==> src/logic/aogt_regs.svh <==
// Register indices, field layouts and reset values of the trim bank.
// Assumes 32-bit Avalon-MM data with one aligned word per register.
// How it works
// Software keeps the reserved upper bits of every trim register at zero.
// The converter 3 input D offset field drives converter 3 on input D.
// The converter 4 and 5 offset fields drive their own converters.
// The converter 0 and 1 gain fields drive those converters.
// Converter 2 takes the input A gain or the input B gain by its input.
// Converter 3 takes its input C gain field while it samples input C.
// After reset every trim field is filled with its factory fuse value.
// Every offset field is handed on as an unsigned number.
// Software leaves the offset registers alone during offset calibration.
// A read returns the whole stored value, reserved bits included.
`ifndef AOGT_REGS_SVH
`define AOGT_REGS_SVH

// Register indices; the byte address is four times the index
`define AOGT_IDX_OFS_ADC3D 10'h33A
`define AOGT_IDX_OFS_ADC4  10'h33C
`define AOGT_IDX_OFS_ADC5  10'h33E
`define AOGT_IDX_GAIN_ADC0 10'h360
`define AOGT_IDX_GAIN_ADC1 10'h361
`define AOGT_IDX_GAIN_A2A  10'h362
`define AOGT_IDX_GAIN_A2B  10'h363
`define AOGT_IDX_GAIN_A3C  10'h364

// Storage slots, also the fuse word addresses
`define AOGT_SLOT_OFF3D 3'h0
`define AOGT_SLOT_OFF4  3'h1
`define AOGT_SLOT_OFF5  3'h2
`define AOGT_SLOT_GN0   3'h3
`define AOGT_SLOT_GN1   3'h4
`define AOGT_SLOT_GN2A  3'h5
`define AOGT_SLOT_GN2B  3'h6
`define AOGT_SLOT_GN3C  3'h7
`define AOGT_SLOT_LAST  3'h7
`define AOGT_NUM_SLOTS  8

// Field layouts
`define AOGT_OFS_MSB   11
`define AOGT_GAIN_MSB  4
`define AOGT_OFS_FIELD  16'h0FFF
`define AOGT_GAIN_FIELD 16'h001F
`define AOGT_OFS_WIDTH  16'hFFFF
`define AOGT_GAIN_WIDTH 16'h00FF

// Reset values
`define AOGT_TRIM_RESET 16'h0000
`define AOGT_READ_ZERO  32'h0000_0000

`endif

==> src/logic/aogt_pkg.sv <==
// Types shared by the trim register bank.
// Assumes nothing beyond a SystemVerilog compiler.
package aogt_pkg;

	// Fuse default load sequencer
	typedef enum logic [0:0] {
		AOGT_LOAD,
		AOGT_READY
	} aogt_load_state_t;

	typedef logic [15:0] aogt_trim_t;

endpackage

==> src/logic/aogt_trim_regs.sv <==
// Offset and fine gain trim bank with its fuse default loader.
// Assumes an Avalon-MM master on clk_sys and a fuse reader that answers
// each word request with one-cycle fuse_rd_valid on the same clock.
//
// The Avalon-MM register port was left to the implementer.
`timescale 1ns/100ps
`include "aogt_regs.svh"

module aogt_trim_regs (
	// Clock and reset
	input  wire logic        clk_sys,
	input  wire logic        rst_n,
	// Avalon-MM slave, byte address
	input  wire logic [11:0] avs_address,
	input  wire logic        avs_read,
	input  wire logic        avs_write,
	input  wire logic [31:0] avs_writedata,
	input  wire logic [3:0]  avs_byteenable,
	output logic      [31:0] avs_readdata,
	output logic             avs_waitrequest,
	// Fuse default reader
	output logic             fuse_rd_req,
	output logic      [2:0]  fuse_rd_addr,
	input  wire logic [15:0] fuse_rd_data,
	input  wire logic        fuse_rd_valid,
	// Active input of the converters
	input  wire logic        adc2_input_b_sel,
	input  wire logic        adc3_input_d_sel,
	// Trim values to the converters
	output logic      [4:0]  adc0_gain,
	output logic      [4:0]  adc1_gain,
	output logic      [4:0]  adc2_gain,
	output logic      [4:0]  adc3_gain,
	output logic             adc3_gain_vld,
	output logic      [11:0] adc3_offset,
	output logic             adc3_offset_vld,
	output logic      [11:0] adc4_offset,
	output logic      [11:0] adc5_offset,
	output logic             trim_ready
);

	aogt_pkg::aogt_load_state_t load_state_reg;
	aogt_pkg::aogt_trim_t       trim_reg [`AOGT_NUM_SLOTS];

	logic [9:0]  bus_index;
	logic [3:0]  bus_decode;
	logic        bus_hit;
	logic [2:0]  bus_slot;
	logic        bus_req;
	logic        wr_accept;
	logic        rd_accept;
	logic [15:0] rd_value;

	// Index decode shared by the read and write paths
	function automatic logic [3:0] aogt_decode(input logic [9:0] index);
		logic [3:0] res;
		res = 4'h0;
		case (index)
			`AOGT_IDX_OFS_ADC3D: res = {1'b1, `AOGT_SLOT_OFF3D};
			`AOGT_IDX_OFS_ADC4:  res = {1'b1, `AOGT_SLOT_OFF4};
			`AOGT_IDX_OFS_ADC5:  res = {1'b1, `AOGT_SLOT_OFF5};
			`AOGT_IDX_GAIN_ADC0: res = {1'b1, `AOGT_SLOT_GN0};
			`AOGT_IDX_GAIN_ADC1: res = {1'b1, `AOGT_SLOT_GN1};
			`AOGT_IDX_GAIN_A2A:  res = {1'b1, `AOGT_SLOT_GN2A};
			`AOGT_IDX_GAIN_A2B:  res = {1'b1, `AOGT_SLOT_GN2B};
			`AOGT_IDX_GAIN_A3C:  res = {1'b1, `AOGT_SLOT_GN3C};
			default:             res = 4'h0;
		endcase
		return res;
	endfunction

	// Gains are one byte wide, offsets two
	function automatic logic [15:0] aogt_width(input logic [2:0] slot);
		logic [15:0] res;
		res = `AOGT_OFS_WIDTH;
		if (slot >= `AOGT_SLOT_GN0) begin
			res = `AOGT_GAIN_WIDTH;
		end
		return res;
	endfunction

	// Trim field only, so fuse data never lands in reserved bits
	function automatic logic [15:0] aogt_field(input logic [2:0] slot);
		logic [15:0] res;
		res = `AOGT_OFS_FIELD;
		if (slot >= `AOGT_SLOT_GN0) begin
			res = `AOGT_GAIN_FIELD;
		end
		return res;
	endfunction

	assign bus_index = avs_address[11:2];
	// Decoded once so read and write always agree on the slot
	assign bus_decode = aogt_decode(bus_index);
	assign bus_hit   = bus_decode[3];
	assign bus_slot  = bus_decode[2:0];
	assign bus_req   = avs_read | avs_write;
	assign wr_accept = avs_write & ~avs_waitrequest;
	assign rd_accept = avs_read & ~avs_waitrequest;
	assign rd_value  = trim_reg[bus_slot] & aogt_width(bus_slot);

	// Fuse default loader
	always_ff @(posedge clk_sys or negedge rst_n) begin
		if (!rst_n) begin
			load_state_reg <= aogt_pkg::AOGT_LOAD;
			fuse_rd_req    <= 1'b1;
			fuse_rd_addr   <= `AOGT_SLOT_OFF3D;
			trim_ready     <= 1'b0;
		end else begin
			case (load_state_reg)
				aogt_pkg::AOGT_LOAD: begin
					if (fuse_rd_valid) begin
						if (fuse_rd_addr == `AOGT_SLOT_LAST) begin
							load_state_reg <= aogt_pkg::AOGT_READY;
							fuse_rd_req    <= 1'b0;
							trim_ready     <= 1'b1;
						end else begin
							fuse_rd_addr <= fuse_rd_addr + 3'h1;
						end
					end
				end
				aogt_pkg::AOGT_READY: begin
					fuse_rd_req <= 1'b0;
					trim_ready  <= 1'b1;
				end
				default: begin
					load_state_reg <= aogt_pkg::AOGT_LOAD;
					fuse_rd_req    <= 1'b1;
					fuse_rd_addr   <= `AOGT_SLOT_OFF3D;
					trim_ready     <= 1'b0;
				end
			endcase
		end
	end

	// One wait cycle per access; the bus stalls until the defaults are in
	always_ff @(posedge clk_sys or negedge rst_n) begin
		if (!rst_n) begin
			avs_waitrequest <= 1'b1;
		end else begin
			avs_waitrequest <= ~(bus_req & avs_waitrequest & trim_ready);
		end
	end

	// Read data stands at the accept edge; unmapped reads return zero
	always_ff @(posedge clk_sys or negedge rst_n) begin
		if (!rst_n) begin
			avs_readdata <= `AOGT_READ_ZERO;
		end else if (avs_read && avs_waitrequest && trim_ready) begin
			if (bus_hit) begin
				avs_readdata <= {16'h0000, rd_value};
			end else begin
				avs_readdata <= `AOGT_READ_ZERO;
			end
		end
	end

	// Trim storage: bus writes keep bits 15:0 of offsets and bits 7:0 of gains, reserved ones too
	always_ff @(posedge clk_sys or negedge rst_n) begin
		if (!rst_n) begin
			for (int i = 0; i < `AOGT_NUM_SLOTS; i++) begin
				trim_reg[i] <= `AOGT_TRIM_RESET;
			end
		end else begin
			for (int i = 0; i < `AOGT_NUM_SLOTS; i++) begin
				if (wr_accept && bus_hit && bus_slot == 3'(i)) begin
					if (avs_byteenable[0]) begin
						trim_reg[i][7:0] <= avs_writedata[7:0];
					end
					if (avs_byteenable[1] && 3'(i) < `AOGT_SLOT_GN0) begin
						trim_reg[i][15:8] <= avs_writedata[15:8];
					end
				end else if (load_state_reg == aogt_pkg::AOGT_LOAD &&
					fuse_rd_valid && fuse_rd_addr == 3'(i)) begin
					trim_reg[i] <= fuse_rd_data & aogt_field(3'(i));
				end
			end
		end
	end

	// Offsets to the converters, unsigned and unmodified
	always_ff @(posedge clk_sys or negedge rst_n) begin
		if (!rst_n) begin
			adc3_offset     <= 12'h000;
			adc3_offset_vld <= 1'b0;
			adc4_offset     <= 12'h000;
			adc5_offset     <= 12'h000;
		end else begin
			adc3_offset <=
				trim_reg[`AOGT_SLOT_OFF3D][`AOGT_OFS_MSB:0];
			adc3_offset_vld <= adc3_input_d_sel & trim_ready;
			adc4_offset <=
				trim_reg[`AOGT_SLOT_OFF4][`AOGT_OFS_MSB:0];
			adc5_offset <=
				trim_reg[`AOGT_SLOT_OFF5][`AOGT_OFS_MSB:0];
		end
	end

	// Gains to the converters
	always_ff @(posedge clk_sys or negedge rst_n) begin
		if (!rst_n) begin
			adc0_gain     <= 5'h00;
			adc1_gain     <= 5'h00;
			adc2_gain     <= 5'h00;
			adc3_gain     <= 5'h00;
			adc3_gain_vld <= 1'b0;
		end else begin
			adc0_gain <= trim_reg[`AOGT_SLOT_GN0][`AOGT_GAIN_MSB:0];
			adc1_gain <= trim_reg[`AOGT_SLOT_GN1][`AOGT_GAIN_MSB:0];
			if (adc2_input_b_sel) begin
				adc2_gain <= trim_reg[`AOGT_SLOT_GN2B][`AOGT_GAIN_MSB:0];
			end else begin
				adc2_gain <= trim_reg[`AOGT_SLOT_GN2A][`AOGT_GAIN_MSB:0];
			end
			// Input C is simply the converter 3 input that is not D
			adc3_gain     <= trim_reg[`AOGT_SLOT_GN3C][`AOGT_GAIN_MSB:0];
			adc3_gain_vld <= ~adc3_input_d_sel & trim_ready;
		end
	end
endmodule

==> config.mk <==
export PLATFORM = sky130hd
export DESIGN_NAME = aogt_trim_regs
export DESIGN_NICKNAME = d
export VERILOG_FILES = /design/src/logic/aogt_pkg.sv /design/src/logic/aogt_trim_regs.sv
export VERILOG_INCLUDE_DIRS = /design/src /design/src/logic
export SDC_FILE = /design/constraint.sdc
export NUM_CORES = 1
export LEC_CHECK = 0
export BUFFER_PORTS_ARGS = -buffer_cell sky130_fd_sc_hd__buf_2
export CAP_MARGIN = 20
export CORE_MARGIN = 2
export CORE_UTILIZATION = 50
export CTS_BUF_LIST = sky130_fd_sc_hd__clkbuf_2 sky130_fd_sc_hd__clkbuf_4 sky130_fd_sc_hd__clkbuf_8
export DETAILED_ROUTE_END_ITERATION = 10
export PLACE_DENSITY = 0.78
export SLEW_MARGIN = 20
export SYNTH_ARGS = -nofsm -noshare
export SYNTH_HDL_FRONTEND = slang
export SYNTH_SLANG_ARGS = --single-unit
==> constraint.sdc <==
create_clock -name clk_sys -period 1.7 [get_ports clk_sys]
set_input_delay 0.51 -clock clk_sys [delete_from_list [all_inputs] [get_ports clk_sys]]
set_output_delay 0.51 -clock clk_sys [all_outputs]
set_load 0.05 [all_outputs]
==> results of run 1 <==
==> metal layers <==
layer	global-route usage, %	up-vias	share of wire (%)
li1	-	2768	-
met1	38.1	3225	39
met2	45.0	412	50
met3	5.76	82	7.7
met4	14.1	0	3.7
met5	0	-	0
==> worst max-delay path: cells and delay by family <==
kind / cells / cell delay, ns
and+or+nand+nor: 4 / 1.30
buffers and inverters: 3 / 0.44
AOI/OAI and AO/OA: 2 / 0.24
==> synth_stat cells, types with 9 or more instances <==
library cell	n	area (um2)
a21o_1	16	120
dfrtp_1	167	4180
buf_4	19	143
a22o_1	33	289
o22ai_1	29	181
inv_1	41	154
clkbuf_1	24	90.1
nand2b_1	9	56.3
nand2_1	70	263
o21ai_0	16	80.1
o221ai_1	10	87.6
a21oi_1	43	215
nor2_1	16	60.1
mux2i_1	15	150
a22oi_1	13	97.6
==> per-stage QoR <==
step / utilization [%] / setup WS, ns / total power [mW]
5_1_grt: 71.8 / -0.473 / 15.1
2_1_floorplan: - / -0.649 / 9.61
4_1_cts: 68.8 / -0.350 / 14.3
3_3_place_gp: 62.1 / -0.866 / 10.9
6_report: 71.8 / -0.455 / 14.5
3_5_place_dp: 62.1 / -0.991 / 11.1
==> layout make-up <==
class	count	share of cell area (%)
clock buffer	20	2.61
clock inverter	12	1.57
inverter	41	1.49
multi-input combinational	404	33.7
sequential	169	41.0
tap	184	2.23
timing repair buffer	236	17.4
==> path summary, 6_finish.rpt <==
kind,from,endpoint,depth (start not counted)
worst max-delay path,avs_address[5],avs_readdata[1],9
worst min-delay path,adc3_input_d_sel,adc3_gain_vld,2
worst max register to register,avs_waitrequest,avs_readdata[1],7
worst min register to register,trim_reg[117],adc3_offset[5],0
max in group asynchronous,rst_n,avs_waitrequest,3
min in group asynchronous,rst_n,adc4_offset[0],2
==> kinds of logic after synthesis <==
family / after synthesis
adder cells (fa/ha/maj): 6
multiplexers: 20
flip-flops: 169
AND/OR/NAND/NOR: 152
other: 1
AO/OA/AOI/OAI: 206
XOR/XNOR: 1
buffers and inverters: 93
==> power breakdown <==
| group | switching, mW | internal [mW] |
|---|---|---|
| clock network | 1.52 | 1.56 |
| logic | 3.73 | 1.39 |
| registers | 0.944 | 5.35 |
| total | 6.20 | 8.31 |
==> what timing repair did <==
item / in CTS / in global routing
endpoints found under the hold margin: 38 / 0
setup endpoints to repair: 105 / 109
buffers inserted: 11 / 8
cloned: 4 / 0
hold buffers: 1 / 0
resized for setup: 93 / 78
pin swaps: 35 / 42
==> impl_metrics.toml, run 1 <==
[worst_setup_path]
slowest_delay_ns = 0.58
worstPathArrival_ns = 2.51
path_class = "input pin to flop"
r2r_slack_ns = -0.37
critical_path.cell_chain = "buf_6, or4b_4, buf_6, nor4_2, buf_4, nand2_1, o2111ai_2, o21ai_1, or3_1"
endpoint_kind = "flop"
critical_path_required_ns = 2.05
slowest_stage = "or4b_4"
cpMostUsedCell = "buf_6"
critPathLaunchType = "input pin"
worst-path-max-fanout = 5

[place]
hpwl_mm = 15.1
dpl_cell_area_um2 = 8930
placedCellCount = 1013
port_buffers = 126
gp_congestion = 0.950

[global_routing]
first_global_vias = 6467
grt_usage_pct = 28.6
grt-ovfl-total = 0
antenna_found_initial = 0
grt_pass1_wl_mm = 34.5
grt_max_degree = 46

[clock_tree]
numClockSinks = 169
clkLatencyLatePin_ns = 0.47
cts_tree = "yes"
cts_max_level = 4
clk_pin_slew_ns = 0.10
cts-root-buf = "clkbuf_8"
cts_buffer_depth = 2
cts_buffers = 17

[synthesis]
ys_seq_area_share_pct = 58.2
synth_cell_types = 61
synth_area_um2 = 7270
synth_seq_cells = 169
synth_warnings = 0
synth_top_family_by_area = "compound AO/OA/AOI/OAI gates"
synth_edf_count = 0
ys_async_sr_fraction_pct = 100
synth_mux_area_share_pct = 2.84
yosys.area_share.adder_pct = 1.03
postSynthCellCount = 648
yosys.area_share.simple_pct = 11.0
avgSynthCellArea_um2 = 11.2
synthXorXnorAreaFrac_pct = 0.121
synthFlopType = "dfrtp_1"
synth_compound_area_share_pct = 20.8

[sta]
finalSetupViolations = 101
slew_violations = 0
tns_ns = -22.62
rsz0062_at_grt = "yes"
fin_hold_ws_ns = 0.193
finalHoldViolations = 0
fin_worst_skew_ns = 0.0143
postLayoutSetupSlackWorst_ns = -0.455
fin_crit_ns = 2.16
fmax_mhz = 464
min_period_over_period_pct = 127

[detailed_routing]
vias = 6487
drc = 0
firstDrtPassIters = 5
postRouteAntennaNets = 0
drtIter0Drc = 786
viasPerCell = 6.09
wirelength_mm = 23.1
detail_route.wl_per_cell_um = 21.7

[run_status]
violations = "negative setup slack"
status = "finished, violations left"

[layout]
nFillCells = 963
final-seq-area_um2 = 4230
areaGrowthSynthToFinish_pct = 41.9
multi_input_area_um2 = 3470
largest_reg_flops = 88
finalNonFillerCells = 1066
layout_common_cells = "dfrtp_1 (166), buf_2 (114), buf_4 (75)"
nets = 946
antenna_cells = 0
layout-drive-gt1-share_pct = 47.4
fin_area_um2 = 10300
final_common_cell = "dfrtp_1"

[power]
p_leak_nw = 4.79
ir_drop_mv = 0.778
power_density_nw_per_um2 = 1410

[die]
coreArea_um2 = 14400
io-pin-count = 167
fp.dieW_um = 125
start_util_pct = 50.6
num_rows = 44
die_y_um = 125
dieArea_um2 = 15500

[flow_run]
maxCapViolCount = 0

[min_path]
hp-class = "input pin to flop"
Power figures use the tool's default switching activity.
==> inputs of run 2 (changes only) <==
CORE_ASPECT_RATIO = 1.75   (was not set)
==> impl_metrics.toml, run 2 (synthesized netlist as in run 1, its figures left out) <==
[run_status]
status = "finished, violations left"
violations = "negative setup slack"

[clock_tree]
clkLatencyLatePin_ns = 0.47
cts_buffers = 17
clk_pin_slew_ns = 0.09
cts_tree = "yes"
cts_max_level = 4
numClockSinks = 169
cts_buffer_depth = 2
cts-root-buf = "clkbuf_8"

[detailed_routing]
postRouteAntennaNets = 0
wl_met1_mm = 8.15
drtIter0Drc = 564
wirelength_mm = 24.7
firstDrtPassIters = 6
detail_route.wl_per_cell_um = 22.9
top_layer_used = "met4"
viasPerCell = 6.06
dr_wl_met3_mm = 1.47
vias = 6530
drc = 0
wl_met2_mm = 13.3

[global_routing]
first_global_vias = 6840
grt_pass1_wl_mm = 36.6
grt_max_degree = 50
grt_usage_pct = 31.8
grt-ovfl-total = 0
antenna_found_initial = 0

[layout]
largest_reg_flops = 88
layout_common_cells = "dfrtp_1 (166), buf_2 (116), buf_4 (79)"
layout-drive-gt1-share_pct = 48.9
nets = 961
nFillCells = 888
areaGrowthSynthToFinish_pct = 46.1
antenna_cells = 0
final_common_cell = "dfrtp_1"
final_core_util_pct = 74.3

[die]
fp.dieW_um = 95.1
coreArea_um2 = 14300
io-pin-count = 167
num_rows = 58
dieArea_um2 = 15600
die_y_um = 163
start_util_pct = 50.8

[worst_setup_path]
path_class = "input pin to flop"
endpoint_kind = "flop"
worstPathArrival_ns = 2.45
worst-path-max-fanout = 7
critPathLaunchType = "input pin"
critical_path_required_ns = 2.05

[min_path]
hp-class = "input pin to flop"

[sta]
fin_crit_ns = 2.09
finalSetupViolations = 101
rsz0062_at_grt = "yes"
finalHoldViolations = 0
fin_worst_skew_ns = 0.0180
max_slew_margin_pct = 66.6
fmax_mhz = 478
postLayoutSetupSlackWorst_ns = -0.394
slew_violations = 0
tightest_slew_ns = 0.501
min_period_over_period_pct = 123

[place]
hpwl_mm = 16.9
gp_congestion = 0.944
port_buffers = 126

[power]
ir_drop_mv = 0.945
finalPower_mw = 14.8
p_leak_nw = 4.90
power_density_nw_per_um2 = 1400

[flow_run]
maxCapViolCount = 0
[run 2: changes by cell type in the layout (fill, tap and decap cells not counted), sizes merged]
cell	change
nand2b	-1
inv	+2
bufbuf	-1
buf	+18
clkinv	+2
o2111ai	-1
clkinvlp	-1
clkbuf	-2
and2	-1
[run 2: area by class of cell]
cell class,count,area [um2],share of cell area [%]
inverter,41,154,1.45
sequential,169,4230,39.9
clock buffer,17,234,2.20
tap,180,225,2.12
clock inverter,15,188,1.77
multi-input combinational,401,3570,33.6
timing repair buffer,254,2020,19.0
[run 2: worst paths after layout]
| check | cells past startpoint | slack [ns] | endpoint | startpoint |
|---|---|---|---|---|
| min reg2reg | 0 | 0.38 | adc0_gain[1] | trim_reg[65] |
| min in group asynchronous | 2 | 0.56 | adc3_gain[4] | rst_n |
| max | 7 | -0.39 | trim_reg[6] | avs_address[5] |
| max reg2reg | 6 | -0.24 | avs_readdata[3] | avs_waitrequest |
| min | 2 | 0.20 | adc3_gain_vld | adc3_input_d_sel |
| max in group asynchronous | 3 | 0.58 | trim_reg[108] | rst_n |
[run 2: worst max-delay path, cell delays in order]
cell and delay, ns:
buf_8 0.10, or4b_4 0.60, or4_4 0.56, nor3_4 0.22, a31oi_4 0.09, buf_12 0.17, a22o_1 0.18
[run 2: power breakdown]
part / internal (mW) / switching (mW)
clock network: 1.48 / 1.62
logic: 1.57 / 3.81
registers: 5.35 / 0.982
total: 8.41 / 6.42
[run 2: metal layers]
layer | GRT usage [%] | up-vias
met5 | 0 | -
met4 | 19.7 | 0
met3 | 5.63 | 117
met2 | 56.8 | 366
met1 | 33.7 | 3251
li1 | - | 2796
[run 2: per-stage QoR]
step	instance area (um2)	TNS, ns	setup WS [ns]	cells	hold WS, ns
after global placement	8950	-75.65	-0.968	1013	0.362
after global routing	10600	-29.87	-0.414	1077	0.196
final	10600	-23.62	-0.394	1077	0.202
after CTS	10200	-20.01	-0.327	1065	0.186
after detailed placement	8950	-78.32	-0.962	1013	0.359
after floorplan	7650	-42.35	-0.649	663	0.214
[run 2: what timing repair did]
item                                   4_1_cts  5_1_grt
pin swaps                                   60       49
buffers inserted                            21       13
hold buffers                                 1        0
endpoints found under the hold margin        6        0
resized for setup                          151       48
setup endpoints to repair                  110      111
gates cloned                                 1        1
